$ cat src/logic/ctr_defines.svh
// Offsets, field positions, reset values and counts of the tuning block.
// Assumes a 32-bit APB with byte addresses and 16-bit sample counts.
`ifndef CTR_DEFINES_SVH
`define CTR_DEFINES_SVH

// Register byte offsets
`define CTR_OFF_CFG        8'h00
`define CTR_OFF_THR        8'h04
`define CTR_OFF_STAT       8'h08
`define CTR_OFF_AVG        8'h0c

// Configuration word: bank 0 in [7:0], bank 1 in [15:8]
`define CTR_CFG_PIN_IN     7
`define CTR_CFG_REL_SEL    6
`define CTR_CFG_BASE_LO    8
`define CTR_CFG_BASE_HI    10

// Status word fields
`define CTR_ST_BUSY        0
`define CTR_ST_PROX        1
`define CTR_ST_TOUCH       2
`define CTR_ST_PEND        3

// Reset values
`define CTR_PROX_THR_RST   16'h0008
`define CTR_TOUCH_THR_RST  16'h0028

// Tuning target 1200, tolerance, retune shift, near window 16
`define CTR_TARGET         16'h04b0
`define CTR_TOL            16'h0008
`define CTR_RETUNE_SHIFT   16'h00c8
`define CTR_NEAR           16'h0010

`endif

$ cat src/logic/ctr_pkg.sv
// Types and shared arithmetic of the capacitive tuning block.
// Assumes ctr_defines.svh is on the include path.
`include "ctr_defines.svh"

package ctr_pkg;

  typedef enum logic [1:0] {
    CTR_IDLE = 2'b00,
    CTR_MULT = 2'b01,
    CTR_COMP = 2'b11
  } ctr_tune_st_t;

  typedef struct packed {
    logic       pin_input;
    logic       rel_sel;
    logic [2:0] base_sel;
  } ctr_cfg_t;

  typedef struct packed {
    logic        valid;
    logic [15:0] count;
  } ctr_sample_t;

  typedef struct packed {
    logic [3:0] mult;
    logic [7:0] comp;
  } ctr_tune_t;

  typedef struct packed {
    ctr_tune_st_t st;
    ctr_tune_t    tune;
    logic         busy;
    logic         done;
  } ctr_tuner_t;

  typedef struct packed {
    logic [15:0] entry_lta;
    logic [15:0] delta;
    logic        pending;
    logic [15:0] rthr;
  } ctr_rel_t;

  typedef struct packed {
    ctr_cfg_t    cfg;
    logic [15:0] prox_thr;
    logic [15:0] touch_thr;
    logic [15:0] long_term_average;
    logic        prox;
    logic        touch;
    logic        touch_enter;
    logic        retune;
    logic [31:0] prdata;
    logic        pready;
    logic        pslverr;
    logic        prox_o;
    logic        prox_oe;
    logic        touch_o;
    logic        charge_halt;
  } ctr_main_t;

  function automatic logic [15:0] ctr_absdiff(input logic [15:0] a, input logic [15:0] b);
    ctr_absdiff = (a > b) ? (a - b) : (b - a);
  endfunction : ctr_absdiff

  function automatic logic ctr_near(input logic [15:0] a, input logic [15:0] b);
    ctr_near = (ctr_absdiff(a, b) <= `CTR_NEAR);
  endfunction : ctr_near

  function automatic logic [15:0] ctr_base_of(input logic [2:0] code);
    case (code)
      3'h0:    ctr_base_of = 16'h00c8;
      3'h1:    ctr_base_of = 16'h0032;
      3'h2:    ctr_base_of = 16'h004b;
      3'h3:    ctr_base_of = 16'h0064;
      3'h4:    ctr_base_of = 16'h0096;
      3'h5:    ctr_base_of = 16'h00fa;
      3'h6:    ctr_base_of = 16'h012c;
      default: ctr_base_of = 16'h01f4;
    endcase
  endfunction : ctr_base_of

  function automatic logic [7:0] ctr_sens_of(input logic [2:0] code);
    logic [15:0] q;
    q = `CTR_TARGET / ctr_base_of(code);
    ctr_sens_of = q[7:0];
  endfunction : ctr_sens_of

endpackage : ctr_pkg

$ cat src/logic/ctr_release.sv
// Entry delta capture and touch release threshold.
// Assumes touch_enter pulses in the cycle after the sample that enters touch.
`timescale 1ns/1ps
`default_nettype none

module ctr_release
  import ctr_pkg::*;
(
  input  wire logic        pclk,        // Clock
  input  wire logic        presetn,     // Async reset, low
  input  wire logic        cen,         // Clock enable
  input  wire logic        smp_valid,   // Sample strobe
  input  wire logic [15:0] count,       // Current count
  input  wire logic [15:0] long_term_average,         // Current long-term average
  input  wire logic        touch_on,    // Touch state held
  input  wire logic        touch_enter, // Touch entered pulse
  input  wire logic        rel_sel,     // Release threshold select
  input  wire logic [15:0] touch_thr,   // Touch threshold
  output logic             pending,     // Waiting for average to settle
  output logic [15:0]      release_thr  // Release threshold
);
  import ctr_pkg::*;

  ctr_rel_t s;
  ctr_rel_t next_s;

  always_comb begin
    next_s = s;
    if (touch_enter) begin
      next_s.entry_lta = long_term_average;
      next_s.delta     = touch_thr;
      next_s.pending   = !ctr_near(long_term_average, count);
    end else if (smp_valid && touch_on && s.pending && ctr_near(long_term_average, count)) begin
      next_s.delta   = (s.entry_lta > long_term_average) ? (s.entry_lta - long_term_average) : touch_thr;
      next_s.pending = 1'b0;
    end
    next_s.rthr = rel_sel ? (next_s.delta - (next_s.delta >> 3))
                          : (next_s.delta - (next_s.delta >> 2));
  end

  always_ff @(posedge pclk or negedge presetn) begin
    if (!presetn) begin
      s <= '0;
    end else if (cen) begin
      s <= next_s;
    end
  end

  assign pending     = s.pending;
  assign release_thr = s.rthr;
endmodule : ctr_release

`default_nettype wire

$ cat src/logic/ctr_top.sv
// Capacitive tuning, hysteresis and pin control with an APB register file.
// Assumes samples arrive as a one-cycle strobe with a count, synchronous to pclk.
//
// Functional notes
// - Tune counts toward fixed target 1200.
// - Sensitivity is target divided by base.
// - Bank 1 bits 2:0 select base value.
// - While tuning, flag busy, detect nothing.
// - Retune only after large count shift.
// - Run tuning at every start-up.
// - Release at 75 or 87.5 percent.
// - Entry delta is entry minus current average.
// - Settled at entry uses touch threshold.
// - Bank 0 bit 7 sets pin direction.
// - Output pin active on proximity.
// - Output mode disables halt inputs.
// - Proximity halts average, not touch pin.
// - Average recalibrates during touch.
// - Multiplier coarse, compensation fine.
`timescale 1ns/1ps
`default_nettype none

module ctr_top
  import ctr_pkg::*;
(
  input  wire logic               pclk,        // APB clock, 125 MHz
  input  wire logic               presetn,     // Async reset, low
  input  wire logic               cen,         // Clock enable, freezes state
  input  wire logic               psel,        // APB select
  input  wire logic               penable,     // APB enable
  input  wire logic               pwrite,      // APB write
  input  wire logic [7:0]         paddr,       // APB byte address
  input  wire logic [31:0]        pwdata,      // APB write data
  output logic [31:0]             prdata,      // APB read data
  output logic                    pready,      // APB ready
  output logic                    pslverr,     // APB error
  input  wire ctr_pkg::ctr_sample_t smp,       // Sample strobe and count
  output ctr_pkg::ctr_tune_t      tune,        // Front-end tuning setting
  output logic                    tune_busy,   // Tuning in progress
  input  wire logic               ctrl_pin_i,  // Proximity/control pin level
  output logic                    prox_pin_o,  // Proximity pin drive
  output logic                    prox_pin_oe, // Proximity pin enable
  output logic                    touch_pin,   // Touch output
  output logic                    charge_halt  // Halt charge request
);
  import ctr_pkg::*;

  localparam ctr_main_t RST = '{
    prox_thr:  `CTR_PROX_THR_RST,
    touch_thr: `CTR_TOUCH_THR_RST,
    prox_oe:   1'b1,
    default:   '0
  };

  ctr_main_t   s;
  ctr_main_t   next_s;
  logic        t_busy;
  logic        t_done;
  logic        r_pend;
  logic [15:0] r_thr;
  logic [15:0] base_val;
  logic [15:0] delta;
  logic        halt_in;

  ////////////////////////////////////////////////////////////////////////////
  // Submodules

  assign base_val = ctr_base_of(s.cfg.base_sel);

  ctr_tuner u_tuner (
    .pclk     (pclk),
    .presetn  (presetn),
    .cen      (cen),
    .smp      (smp),
    .base_val (base_val),
    .start    (s.retune),
    .busy     (t_busy),
    .done     (t_done),
    .tune     (tune)
  );

  ctr_release u_release (
    .pclk        (pclk),
    .presetn     (presetn),
    .cen         (cen),
    .smp_valid   (smp.valid),
    .count       (smp.count),
    .long_term_average         (s.long_term_average),
    .touch_on    (s.touch),
    .touch_enter (s.touch_enter),
    .rel_sel     (s.cfg.rel_sel),
    .touch_thr   (s.touch_thr),
    .pending     (r_pend),
    .release_thr (r_thr)
  );

  assign tune_busy = t_busy;

  ////////////////////////////////////////////////////////////////////////////
  // Detection, average and registers

  assign delta   = (s.long_term_average > smp.count) ? (s.long_term_average - smp.count) : 16'h0000;
  // halt input only when pin is an input
  assign halt_in = s.cfg.pin_input && ctrl_pin_i;

  always_comb begin
    next_s             = s;
    next_s.touch_enter = 1'b0;
    next_s.retune      = 1'b0;
    next_s.pready      = 1'b0;
    next_s.pslverr     = 1'b0;

    if (t_busy) begin
      next_s.prox  = 1'b0;
      next_s.touch = 1'b0;
      if (smp.valid) begin
        next_s.long_term_average = smp.count;
      end
    end else if (smp.valid) begin
      next_s.prox = (delta >= s.prox_thr);
      if (!s.touch && delta >= s.touch_thr) begin
        next_s.touch       = 1'b1;
        next_s.touch_enter = 1'b1;
      end else if (s.touch && delta < r_thr) begin
        next_s.touch = 1'b0;
      end
      // average halts on proximity, tracks in touch
      if (!halt_in && (!s.prox || s.touch)) begin
        if (s.long_term_average < smp.count) begin
          next_s.long_term_average = s.long_term_average + 16'h0001;
        end else if (s.long_term_average > smp.count) begin
          next_s.long_term_average = s.long_term_average - 16'h0001;
        end
      end
      if (!s.prox && !s.touch && ctr_absdiff(smp.count, `CTR_TARGET) > `CTR_RETUNE_SHIFT) begin
        next_s.retune = 1'b1;
      end
    end

    // APB slave: answer in the second access cycle
    if (psel && penable && !s.pready) begin
      next_s.pready = 1'b1;
      next_s.prdata = 32'h0000_0000;
      case (paddr)
        `CTR_OFF_CFG: begin
          if (pwrite) begin
            next_s.cfg.pin_input = pwdata[`CTR_CFG_PIN_IN];
            next_s.cfg.rel_sel   = pwdata[`CTR_CFG_REL_SEL];
            next_s.cfg.base_sel  = pwdata[`CTR_CFG_BASE_HI:`CTR_CFG_BASE_LO];
          end else begin
            next_s.prdata[`CTR_CFG_PIN_IN]                   = s.cfg.pin_input;
            next_s.prdata[`CTR_CFG_REL_SEL]                  = s.cfg.rel_sel;
            next_s.prdata[`CTR_CFG_BASE_HI:`CTR_CFG_BASE_LO] = s.cfg.base_sel;
          end
        end
        `CTR_OFF_THR: begin
          if (pwrite) begin
            next_s.prox_thr  = pwdata[15:0];
            next_s.touch_thr = pwdata[31:16];
          end else begin
            next_s.prdata = {s.touch_thr, s.prox_thr};
          end
        end
        `CTR_OFF_STAT: begin
          if (!pwrite) begin
            next_s.prdata[`CTR_ST_BUSY]  = t_busy;
            next_s.prdata[`CTR_ST_PROX]  = s.prox;
            next_s.prdata[`CTR_ST_TOUCH] = s.touch;
            next_s.prdata[`CTR_ST_PEND]  = r_pend;
            next_s.prdata[7:4]           = tune.mult;
            next_s.prdata[15:8]          = tune.comp;
            next_s.prdata[23:16]         = ctr_sens_of(s.cfg.base_sel);
          end
        end
        `CTR_OFF_AVG: begin
          if (!pwrite) begin
            next_s.prdata = {r_thr, s.long_term_average};
          end
        end
        default: next_s.pslverr = 1'b1;
      endcase
    end

    // pin direction and drive, after any config write
    next_s.prox_oe     = !next_s.cfg.pin_input;
    next_s.prox_o      = next_s.prox && !next_s.cfg.pin_input;
    next_s.touch_o     = next_s.touch;
    next_s.charge_halt = next_s.cfg.pin_input && ctrl_pin_i;
  end

  always_ff @(posedge pclk or negedge presetn) begin
    if (!presetn) begin
      s <= RST;
    end else if (cen) begin
      s <= next_s;
    end
  end

  assign prdata      = s.prdata;
  assign pready      = s.pready;
  assign pslverr     = s.pslverr;
  assign prox_pin_o  = s.prox_o;
  assign prox_pin_oe = s.prox_oe;
  assign touch_pin   = s.touch_o;
  assign charge_halt = s.charge_halt;
endmodule : ctr_top

`default_nettype wire

$ cat src/logic/ctr_tuner.sv
// Automatic tuning sequencer: multiplier then compensation, per sample.
// Assumes the count rises with both multiplier and compensation.
`timescale 1ns/1ps
`default_nettype none

module ctr_tuner
  import ctr_pkg::*;
(
  input  wire logic               pclk,     // Clock
  input  wire logic               presetn,  // Async reset, low
  input  wire logic               cen,      // Clock enable
  input  wire ctr_pkg::ctr_sample_t smp,    // Sample strobe and count
  input  wire logic [15:0]        base_val, // Selected base value
  input  wire logic               start,    // Retune request pulse
  output logic                    busy,     // Tuning in progress
  output logic                    done,     // Tuning finished pulse
  output ctr_pkg::ctr_tune_t      tune      // Multiplier and compensation
);
  import ctr_pkg::*;

  localparam ctr_tuner_t RST = '{st: CTR_MULT, tune: '0, busy: 1'b1, done: 1'b0};

  ctr_tuner_t s;
  ctr_tuner_t next_s;

  always_comb begin
    next_s      = s;
    next_s.done = 1'b0;
    if (start && s.st == CTR_IDLE) begin
      next_s.st   = CTR_MULT;
      next_s.busy = 1'b1;
      next_s.tune = '0;
    end else if (smp.valid) begin
      case (s.st)
        CTR_MULT: begin
          if (smp.count < base_val && s.tune.mult != 4'hf) begin
            next_s.tune.mult = s.tune.mult + 4'h1;
          end else begin
            next_s.st = CTR_COMP;
          end
        end
        CTR_COMP: begin
          if (smp.count < `CTR_TARGET - `CTR_TOL && s.tune.comp != 8'hff) begin
            next_s.tune.comp = s.tune.comp + 8'h01;
          end else if (smp.count > `CTR_TARGET + `CTR_TOL && s.tune.comp != 8'h00) begin
            next_s.tune.comp = s.tune.comp - 8'h01;
          end else begin
            next_s.st   = CTR_IDLE;
            next_s.busy = 1'b0;
            next_s.done = 1'b1;
          end
        end
        default: next_s.st = CTR_IDLE;
      endcase
    end
  end

  always_ff @(posedge pclk or negedge presetn) begin
    if (!presetn) begin
      s <= RST;
    end else if (cen) begin
      s <= next_s;
    end
  end

  assign busy = s.busy;
  assign done = s.done;
  assign tune = s.tune;
endmodule : ctr_tuner

`default_nettype wire
$ cat config.mk
export PLATFORM = sky130hd
export DESIGN_NAME = ctr_top
export DESIGN_NICKNAME = d
export VERILOG_FILES = /design/src/logic/ctr_pkg.sv /design/src/logic/ctr_release.sv /design/src/logic/ctr_top.sv /design/src/logic/ctr_tuner.sv
export VERILOG_INCLUDE_DIRS = /design/src /design/src/logic
export SDC_FILE = /design/constraint.sdc
export NUM_CORES = 1
export LEC_CHECK = 0
export BUFFER_PORTS_ARGS = -buffer_cell sky130_fd_sc_hd__buf_2
export CORE_UTILIZATION = 40
export DETAILED_ROUTE_END_ITERATION = 10
export HOLD_SLACK_MARGIN = 0.03
export PLACE_DENSITY = 0.57
export SYNTH_ARGS = -nofsm -noshare
export SYNTH_HDL_FRONTEND = slang
export SYNTH_SLANG_ARGS = --single-unit
$ cat constraint.sdc
create_clock -name pclk -period 23.1 [get_ports pclk]
set_clock_uncertainty 0.1 [all_clocks]
set_input_delay 1.155 -clock pclk [delete_from_list [all_inputs] [get_ports pclk]]
set_output_delay 1.155 -clock pclk [all_outputs]
set_load 0.03 [all_outputs]
==> results of run 1 <==
[how the worst max path moves through the flow]
stage / cells past startpoint / start / to / slack, ns
after floorplan: 107 / s[92] / prdata[16] / 1.98
after global placement: 105 / s[90] / prdata[16] / 0.86
after detailed placement: 105 / s[90] / prdata[16] / 0.33
after CTS: 105 / s[90] / prdata[16] / 0.17
after global routing: 111 / s[92] / prdata[16] / -0.05
final: 106 / s[91] / prdata[16] / 1.43
[tightest hold or removal path, stage by stage (launching register included)]
cell and delay, ns:
dfrtp_1 0.34, nand2_1 0.04, o21ai_0 0.06
[power by group]
| group | total [mW] | switching, mW | internal [mW] |
|---|---|---|---|
| sequential | 0.401 | 0.0685 | 0.333 |
| combinational | 1.06 | 0.627 | 0.432 |
| clock | 0.321 | 0.128 | 0.193 |
| total | 1.78 | 0.824 | 0.957 |
[per-stage QoR]
step	area [um2]	total power, mW	hold WS [ns]	TNS, ns	utilization [%]
2_1_floorplan	17600	1.16	0.350	0	-
3_3_place_gp	18500	1.43	0.361	0	42.6
3_5_place_dp	18500	1.45	0.366	0	42.6
4_1_cts	19100	1.77	0.377	0	44.1
5_1_grt	19300	1.93	0.397	-0.0524	44.7
6_report	19300	1.78	0.374	0	44.7
[layout make-up]
type	instances	share of cell area (%)
timing repair buffer	156	4.67
sequential	158	20.5
tap	585	3.79
multi-input combinational	1751	64.9
clock buffer	19	2.24
clock inverter	13	1.10
inverter	146	2.83
[layout by cell type (no fill, tap or decap), drive strengths merged, types with 12 or more instances in the layout]
master and instances:
a211oi 18, buf 156, dfrtp 152, xnor2 68, o21a 20, nand2 188
and3 14, nor2 166, clkbuf 19, xor2 37, nand3 35, nand4 17
o21ai 201, nor4 12, ha 202, mux2 45, a21o 51, nand2b 50
a22oi 39, a221oi 15, inv 147, and2 19, nor3 35, a21oi 176
or3 13, nor2b 44, a31oi 18, o21bai 36, mux2i 53, o22ai 22
[Yosys cell counts (6+ instances only)]
cell / instances / area (um2)
and4_1: 7 / 61.3
and3_1: 13 / 81.3
nor2_1: 162 / 608
nand2b_1: 50 / 313
mux2i_1: 49 / 490
mux2_2: 44 / 495
a31o_2: 7 / 61.3
xor2_1: 37 / 324
clkbuf_1: 70 / 263
a211oi_1: 16 / 120
nand4_1: 17 / 106
a21o_1: 51 / 383
a22o_1: 9 / 78.8
nor4_1: 9 / 56.3
dfstp_2: 6 / 158
buf_4: 44 / 330
nor3_1: 35 / 175
o31ai_1: 7 / 52.6
and2_1: 19 / 119
o21a_1: 20 / 150
a221oi_1: 14 / 123
nand3_1: 35 / 175
nor2b_1: 43 / 269
nand2_1: 187 / 702
buf_1: 8 / 30.0
o21bai_1: 36 / 270
inv_1: 143 / 537
dfrtp_1: 152 / 3800
a22oi_1: 39 / 293
a31oi_1: 17 / 106
o22ai_1: 21 / 131
o21ai_0: 195 / 976
a21oi_1: 173 / 866
or3_1: 13 / 81.3
nand3b_1: 8 / 60.1
ha_1: 202 / 2530
or2_2: 7 / 43.8
o211a_1: 6 / 60.1
xnor2_1: 68 / 596
o21ai_1: 6 / 30.0
[metal layers]
metal	GRT usage, %	share of wire [%]	vias to the layer above
li1	-	-	7944
met2	41.6	44	480
met4	9.52	3.3	0
met5	0	0	-
met1	38.9	48	7844
met3	2.76	4.8	81
[registers in the layout (all words and copies together) (netlist names)]
| register | cells |
|---|---|
| u_release.pending | 1 |
| u_tuner.busy | 1 |
| pready | 1 |
| prdata | 32 |
| u_release.release_thr | 16 |
| u_release.s | 32 |
| u_tuner.s | 2 |
| prox_pin_oe | 1 |
| u_tuner.tune | 12 |
| touch_pin | 1 |
| s | 56 |
| prox_pin_o | 1 |
| charge_halt | 1 |
| pslverr | 1 |
[logic make-up (layout without fill, tap and decap cells)]
family	Yosys count	in the layout
AO/OA/AOI/OAI	697	697
AND/OR/NAND/NOR	635	635
buffers and inverters	275	334
adder cells (fa/ha/maj)	207	207
flip-flops	158	158
XOR/XNOR	105	105
multiplexers	102	102
other	2	5
[what timing repair did]
item	4_1_cts	5_1_grt
setup buffers	0	16
resized for setup	0	25
endpoints found under the setup margin	0	2
hold endpoints to repair	0	0
==> impl_results.md, run 1 <==
* Area growth, synth to finish at 9.87%
* Worst-Skew Late Latency at 0.45 ns
* Lkg Pwr at 9.07 nW
* FF/Latch Area at 0.00396 mm2
* Cells on worst reg2reg path at 106
* Setup ws final at 1.43 ns
* Starting Density at 40.7%
* Worst r2r dst: prdata[16]
* Async S/R FF share, synth at 100%
* Number of diodes at 0
* Row cnt at 76
* Die width at 212 um
* Final Critical Period at 21.67 ns
* WP data arrival at 21.89 ns
* Post-synth EDFFs at 0
* Compound-Gate Fraction of Synth Area at 25.8%
* HPWL Detailed at 47500 um
* Port bufs at 114
* Drt initial violations at 1271
* Fin crit share at 93.8%
* Buf/Inv on CP at 6
* IO Pins at 115
* Clock slew at reported path FFs at 0.07 ns
* Ys Warns at 0
* RR Startpoint: s[91]
* Drt total wl at 60200 um
* Synth Area in Adders at 14.9%
* Peak Freq at 46.1 MHz
* Initial antenna violation count at 0
* GRT Total Usage at 27.0%
* # fillers at 4351
* Main combinational cell family by area after synthesis: compound AO/OA/AOI/OAI gates
* Mux contribution to synthesized area at 6.61%
* Most frequent CP cell: a21oi_1
* Dominant synthesized flop cell: dfrtp_1
* Netlist Area Pre-Place at 0.0176 mm2
* Post-Synth XOR/XNOR Area at 5.23%
* Die ar. at 0.0448 mm2
* DRC violations left at 0
* WS Path Type: reg -> reg
* CP max FO at 16
* P per Cell Area at 92.1 mW/mm2
* Routed vias at 16300
* Status: complete, no violations
* Layout Cells excl Fill at 2828
* NumNets Final at 2501
* Sink Count at 158
* Number of global-route vias before repair at 15600
* Multi-input logic area at 0.0125 mm2
* Die Height at 212 um
* CTS tree: built
* Distinct cells, synth at 116
* WHS Endpoint: prdata[13]
* Max VDD drop at 0.0826 mV
* Largest net degree at the start of global routing at 88
* Max Cap Violations at 0
* Share of cells above drive strength 1 at 14.0%
* Placer congestion estimate at 1.00
* Syn_area_per_cell at 8.07 um2
* Dpl cells at 2780
* Router iterations before antenna repair at 5
* Hold Crit Class: reg -> reg
* Final Max Slew Viols at 0
* Biggest cell delay along the critical path at 0.48 ns
* Post-cts hold buffer count at 0
* CTS Buf Count at 17
* CP Capture Type: flop
* ANT nets after route at 0
* Clock buffer depth at 2
* CTS root buf: clkbuf_16
* Hold depth at 2
* Least-Margin Pin Slew at 1.10 ns
* First-pass GRT wire length at 92300 um
* Final Hold Vio Count at 0
* H-tree Lvls at 4
* Core ar. at 0.0433 mm2
* Critical Path RT at 23.33 ns
* Reg2reg setup slack at 1.43 ns
* Critical path's slowest cell: dfrtp_2
* Post-Synthesis Cells at 2181
* Simple logic cell fraction of the synthesized area at 18.0%
* Dpl ws at 0.330 ns
* Sequential area share after synthesis at 22.5%
* Remaining Overflow, GRT at 0
* Via density at 5.78
* Wire length per cell at 21.3 um
* Setup-failing EPs final at 0
* Startpoint Class: flop
* Hold Crit Start: prdata[13]
* Max-slew headroom at 26.4%
* Synth Register Bits at 158
* CP delay by family, top: compound AO/OA/AOI/OAI gates
No activity file was read; power rests on OpenSTA's default activity.
==> run 2, diff against run 1 <==
- ABC_AREA: not set -> 1
- CELL_PAD_IN_SITES_DETAIL_PLACEMENT: not set -> 0
- CELL_PAD_IN_SITES_GLOBAL_PLACEMENT: not set -> 1
- PLACE_DENSITY: 0.57 -> 0.74
- SLEW_MARGIN: not set -> 0
==> run 2 against run 1 <==
Effect of this change: clock power decreased by 14%; sequential cell count unchanged; clock-buffer cell count down 2; final area is 0.74% lower; die area is 1.1% higher; routed wire length grew 8.6%; synthesized area increased by 1.1%; largest cell class unchanged; sequential share of layout area rose by 0.15 points; global-route usage up 2.1 points; maximum frequency rose by 17%; register-to-register slack gained 3.1 ns.
==> impl_results.md, run 2 <==
* Setup ws final at 4.51 ns
* Core ar. at 0.0435 mm2
* Placer congestion estimate at 0.945
* Worst-Skew Late Latency at 0.46 ns
* Hold Crit Start: prox_pin_oe
* Ys Warns at 0
* Dpl ws at 4.75 ns
* Main combinational cell family by area after synthesis: simple AND/OR/NAND/NOR gates
* P per Cell Area at 79.0 mW/mm2
* Wire length per cell at 19.9 um
* Final Max Slew Viols at 0
* Leading area contributor after synthesis: dfrtp_1
* Post-Synth XOR/XNOR Area at 4.68%
* Status: complete, no violations
* CTS Buf Count at 17
* Die width at 213 um
* Final Critical Period at 18.59 ns
* Critical path's slowest cell: dfrtp_1
* First-pass GRT wire length at 99500 um
* RSZ-0062 raised after global routing: false
* Sw Ratio at 50.3%
* Main area contributors after synthesis: dfrtp_1, ha_1, nand2_1, inv_1, o21ai_0
* WP data arrival at 18.83 ns
* Sink Count at 158
* Routed vias at 18100
* Die ar. at 0.0453 mm2
* Simple logic cell fraction of the synthesized area at 25.9%
* Synth Register Bits at 158
* Startpoint Class: flop
* CP Capture Type: flop
* ANT nets after route at 0
* Top Layer Used: met4
* Initial antenna violation count at 1
* Final Hold Vio Count at 0
* Cts repair resizes at 0
* CTS root buf: clkbuf_16
* Most common cell after layout, fill and taps aside: nand2_1
* IO Pins at 115
* Biggest cell delay along the critical path at 0.58 ns
* Most frequent CP cell: nand2_1
* Starting Density at 40.9%
* Biggest register: s
* Compound-Gate Fraction of Synth Area at 20.4%
* Drt total wl at 65300 um
* Distinct cells, synth at 64
* Count leader, synth: nand2_1
* Port bufs at 114
* CTS tree: built
* Cell Area, Placed at 0.0186 mm2
* NumNets Final at 2956
* Clk pwr share at 18.3%
* Postcts setup bufs at 0
* Sequential area share after synthesis at 22.3%
* Fin crit share at 80.5%
* WS Path Type: reg -> reg
* Post-synth EDFFs at 0
* Mux contribution to synthesized area at 0.0633%
* Final instance area at 0.0192 mm2
* Commonest cells post-synth: nand2_1, inv_1, o21ai_0, nor2_1, a21oi_1
* Largest register FFs at 56
* Critical Path RT at 23.34 ns
* Psw at 0.763 mW
* Lkg Pwr at 10.2 nW
* Post-Synthesis Cells at 2640
* Setup-failing EPs final at 0
* GRT Total Usage at 29.1%
* WL met2 at 28000 um
* H-tree Lvls at 4
* Die Height at 213 um
* Remaining Overflow, GRT at 0
* Number of diodes at 0
* HPWL Detailed at 51800 um
* Post-layout util at 44.2%
* Drt initial violations at 1560
* Syn_area_per_cell at 6.74 um2
* Share of cells above drive strength 1 at 9.86%
* Max Cap Violations at 0
* Async S/R FF share, synth at 100%
* Largest net degree at the start of global routing at 59
* DRC violations left at 0
* Via density at 5.51
* Least-Margin Pin Slew at 1.02 ns
* # fillers at 4649
* Max VDD drop at 0.0493 mV
* Clock buffer depth at 2
* Register share of total power at 23.8%
* Sum Neg Setup Slack at 0 ns
* CP max FO at 19
* Routed wl met3 at 4170 um
* Metal1 wirelength at 32000 um
* Hold Crit Class: reg -> reg
* Fin Hold WS at 0.377 ns
* Commonest cells after routing, fill and taps aside: nand2_1, inv_1, o21ai_0, nor2_1, a21oi_1
* Peak Freq at 53.8 MHz
* Netlist Area Pre-Place at 0.0178 mm2
* CP startpoint: s[91]
* Max-slew headroom at 31.9%
* Top cell type's share of synthesized area at 21.4%
* Dominant synthesized flop cell: dfrtp_1
* Internal Power at 0.754 mW
* Post-cts hold buffer count at 0
* Clock slew at reported path FFs at 0.07 ns
* Comb pwr share at 57.9%
* Number of global-route vias before repair at 16900
* RR Startpoint: s[91]
* Row cnt at 76
* Area growth, synth to finish at 7.88%
* Synth Area in Adders at 14.8%
* Router iterations before antenna repair at 5
-- run 2: cell types whose count changed after synthesis, moves of 26 or more --
cell	delta
inv_1	+236
a21o_1	-47
mux2i_1	-49
nor2_1	+57
mux2_2	-43
o21ai_0	+34
nand2_1	+340
xor2_1	+30
o22ai_1	+26
nand3_1	+88
nand2b_1	-50
a21oi_1	+41
nor2b_1	-43
xnor2_1	-40
-- run 2: final cells by class --
type | count | area, um2 | area share [%]
Clock inverter | 15 | 124 | 0.645
Clock buffer | 17 | 425 | 2.22
Inverter | 395 | 1490 | 7.75
Tap cell | 585 | 732 | 3.81
Timing Repair Buffer | 133 | 719 | 3.75
Multi-Input combinational cell | 1980 | 11700 | 61.2
Sequential cell | 158 | 3960 | 20.6
-- run 2: path summary, 6_finish.rpt --
kind / cells past startpoint / to / slack [ns]
setup / recovery: 119 / prdata[16] / 4.51
min in group asynchronous: 1 / s[57] / 0.52
max in group asynchronous: 2 / s[41] / 21.15
hold reg to reg: 2 / prox_pin_oe / 0.38
setup reg to reg: 119 / prdata[16] / 4.51
hold / removal: 2 / prox_pin_oe / 0.38
-- run 2: worst max-delay path, delay by kind of cell (launching register included) --
kind	cells	cell delay, ns
AO/OA/AOI/OAI	34	6.13
adder cells (fa/ha/maj)	11	3.60
buffers and inverters	14	1.56
flip-flops	1	0.58
AND/OR/NAND/NOR	60	6.43
-- run 2: kinds of logic (layout without fill, tap and decap cells) --
| logic type | after synthesis | count (layout) |
|---|---|---|
| buf+inv | 505 | 560 |
| xor+xnor | 95 | 95 |
| other cells | 2 | 5 |
| compound gates | 636 | 636 |
| flops | 158 | 158 |
| simple gates | 1036 | 1036 |
| fa+ha+maj | 207 | 207 |
| mux | 1 | 1 |
-- run 2: power by group through the flow --
stage          Clock [mW]  Sequential (mW)  Combinational, mW
3_3_place_gp            0            0.364              0.850
6_report            0.277            0.361              0.878
3_5_place_dp            0            0.365              0.860
4_1_cts             0.282            0.359              0.868
2_1_floorplan           0            0.352              0.641
5_1_grt             0.293            0.365              0.994
-- run 2: stage by stage --
step / instances / power, mW
CTS: 3283 / 1.51
floorplan: 2643 / 0.994
global route: 3283 / 1.65
finish: 3283 / 1.52
global placement: 3251 / 1.21
detailed placement: 3251 / 1.22
-- run 2: per-layer routing --
layer / GRT usage [%] / vias up
li1: - / 8863
met1: 42.7 / 8555
met2: 44.3 / 614
met3: 4.04 / 58
met4: 7.37 / 0
met5: 0 / -
==> run 3, diff against run 2 <==
- clock period: 23.1 -> 17.4 ns (I/O delays scaled with it)
==> run 3 against run 2 <==
Effect of this change: non-clock buffer count grew 48; combinational power rose by 36%; die area did not move; maximum frequency is 16% higher; global-route usage up 0.40 points; final cell count is 1.5% higher; first-iteration DRC count up 11%; via count up 1.4%; sequential share of layout area is 0.73 points lower; clock power rose by 51%; final area up 3.8%; core utilization increased by 1.7 points; largest cell class unchanged.
==> impl_results.md, run 3 (same netlist as run 2, synthesis figures left out) <==
* Die width at 213 um
* Hold Crit Class: in -> async
* Starting Density at 40.9%
* Status: complete, no violations
* Remaining Overflow, GRT at 0
* Initial antenna violation count at 0
* Peak Freq at 62.1 MHz
* WS Path Type: reg -> reg
* Row cnt at 76
* Clock slew at reported path FFs at 0.07 ns
* P per Cell Area at 105 mW/mm2
* Lkg Pwr at 10.6 nW
* Sum Neg Setup Slack at 0 ns
* Tot Pwr at 2.09 mW
* Internal Power at 1.05 mW
* Reg2reg setup slack at 1.30 ns
* Placer congestion estimate at 0.968
* Sink Count at 158
* DRC violations left at 0
* CP Capture Type: flop
* Comb pwr share at 57.2%
* Dpl ws at -0.0930 ns
* Critical Path RT at 17.65 ns
* GRT Total Usage at 29.5%
* NumNets Final at 3006
* Max VDD drop at 0.0727 mV
* HPWL Detailed at 51800 um
* IO Pins at 115
* Max-slew headroom at 30.8%
* CTS tree: built
* Dpl cells at 3273
* Post-layout util at 45.8%
* Router iterations before antenna repair at 6
* CP max FO at 16
* Startpoint Class: flop
* Final Max Slew Viols at 0
* Number of global-route vias before repair at 17100
* RR Startpoint: s[92]
* Biggest register: s
* ANT nets after route at 0
* Register share of total power at 22.9%
* WP data arrival at 16.34 ns
* Worst-Skew Late Latency at 0.46 ns
* Die ar. at 0.0453 mm2
* First-pass GRT wire length at 101000 um
* Clk pwr share at 20.0%
* Share of cells above drive strength 1 at 13.4%
* Core ar. at 0.0435 mm2
* Sw Ratio at 49.8%
* Commonest cells after routing, fill and taps aside: nand2_1, inv_1, nor2_1, o21ai_0, a21oi_1
* Routed vias at 18300
* Largest net degree at the start of global routing at 85
* Max Cap Violations at 0
* CTS Buf Count at 17
* Least-Margin Pin Slew at 1.04 ns
* Fin crit share at 92.5%
* Critical path's slowest cell: dfrtp_2
* Via density at 5.50
* Most common cell after layout, fill and taps aside: nand2_1
* Number of diodes at 0
* Setup ws final at 1.30 ns
* Wire length per cell at 19.9 um
* Drt total wl at 66300 um
* Final Critical Period at 16.10 ns
* Area growth, synth to finish at 12.0%
* Most frequent CP cell: nand2_1
* H-tree Lvls at 4
* CTS root buf: clkbuf_16
* Clock buffer depth at 2
* Worst r2r dst: prdata[16]
* Final Hold Vio Count at 0
* Cells on worst reg2reg path at 124
* Drt initial violations at 1733
* Post-cts hold buffer count at 0
* Port bufs at 114
* Setup-failing EPs final at 0
* Largest register FFs at 56
* Psw at 1.04 mW
* Layout Cells excl Fill at 3333
* Biggest cell delay along the critical path at 0.43 ns
* Die Height at 213 um
[run 3: power by group through the flow]
stage / clock network [mW] / registers [mW] / logic [mW]
finish: 0.417 / 0.478 / 1.19
global route: 0.437 / 0.485 / 1.34
CTS: 0.420 / 0.477 / 1.15
detailed placement: 0 / 0.484 / 1.14
global placement: 0 / 0.482 / 1.13
floorplan: 0 / 0.468 / 0.851
[run 3: layout make-up]
class                           count  area (um2)
Fill cell                        4578       23500
Timing Repair Buffer              181        1090
Inverter                          395        1490
Sequential cell                   158        3970
Timing Repair inverter              1        5.00
Multi-Input combinational cell   1981       12000
Clock buffer                       17         425
Tap cell                          585         732
Clock inverter                     15         196
[run 3: how the worst max path moves through the flow]
stage                       to  slack (ns)  start  cells past startpoint
global placement    prdata[16]        0.39  s[92]                    121
global route        prdata[16]       -0.16  s[90]                    124
floorplan           prdata[16]        1.01  s[90]                    124
detailed placement  prdata[16]       -0.09  s[92]                    120
finish              prdata[16]        1.30  s[92]                    124
CTS                 prdata[16]        0.08  s[92]                    122
[run 3: stage by stage]
step	instance area [um2]	hold slack, ns
floorplan	17800	0.348
finish	19900	0.371
global placement	18800	0.362
CTS	19400	0.388
detailed placement	18800	0.359
global route	19900	0.397
[run 3: per-layer routing]
| layer | vias up | global-route usage, % | part of all wire (%) |
|---|---|---|---|
| li1 | 8970 | - | - |
| met1 | 8606 | 42.2 | 47 |
| met2 | 678 | 44.4 | 43 |
| met3 | 84 | 5.96 | 7.6 |
| met4 | 0 | 8.58 | 2.7 |
| met5 | - | 0 | 0 |
[run 3: repair_timing]
action                                  in CTS  in global routing
pin swaps                                    0                 12
endpoints found under the setup margin       1                  2
gates resized for setup                      4                 81
hold endpoints to repair                     0                  0
gates cloned                                 0                  2
buffers inserted                             0                 26
[run 3: critical path: cells and delay by family (launching register included)]
family                     cells  cell delay [ns]
and+or+nand+nor               69             6.62
AOI/OAI and AO/OA             26             3.70
adders and majority gates     11             3.43
buffers and inverters         18             1.67
DFF                            1             0.43
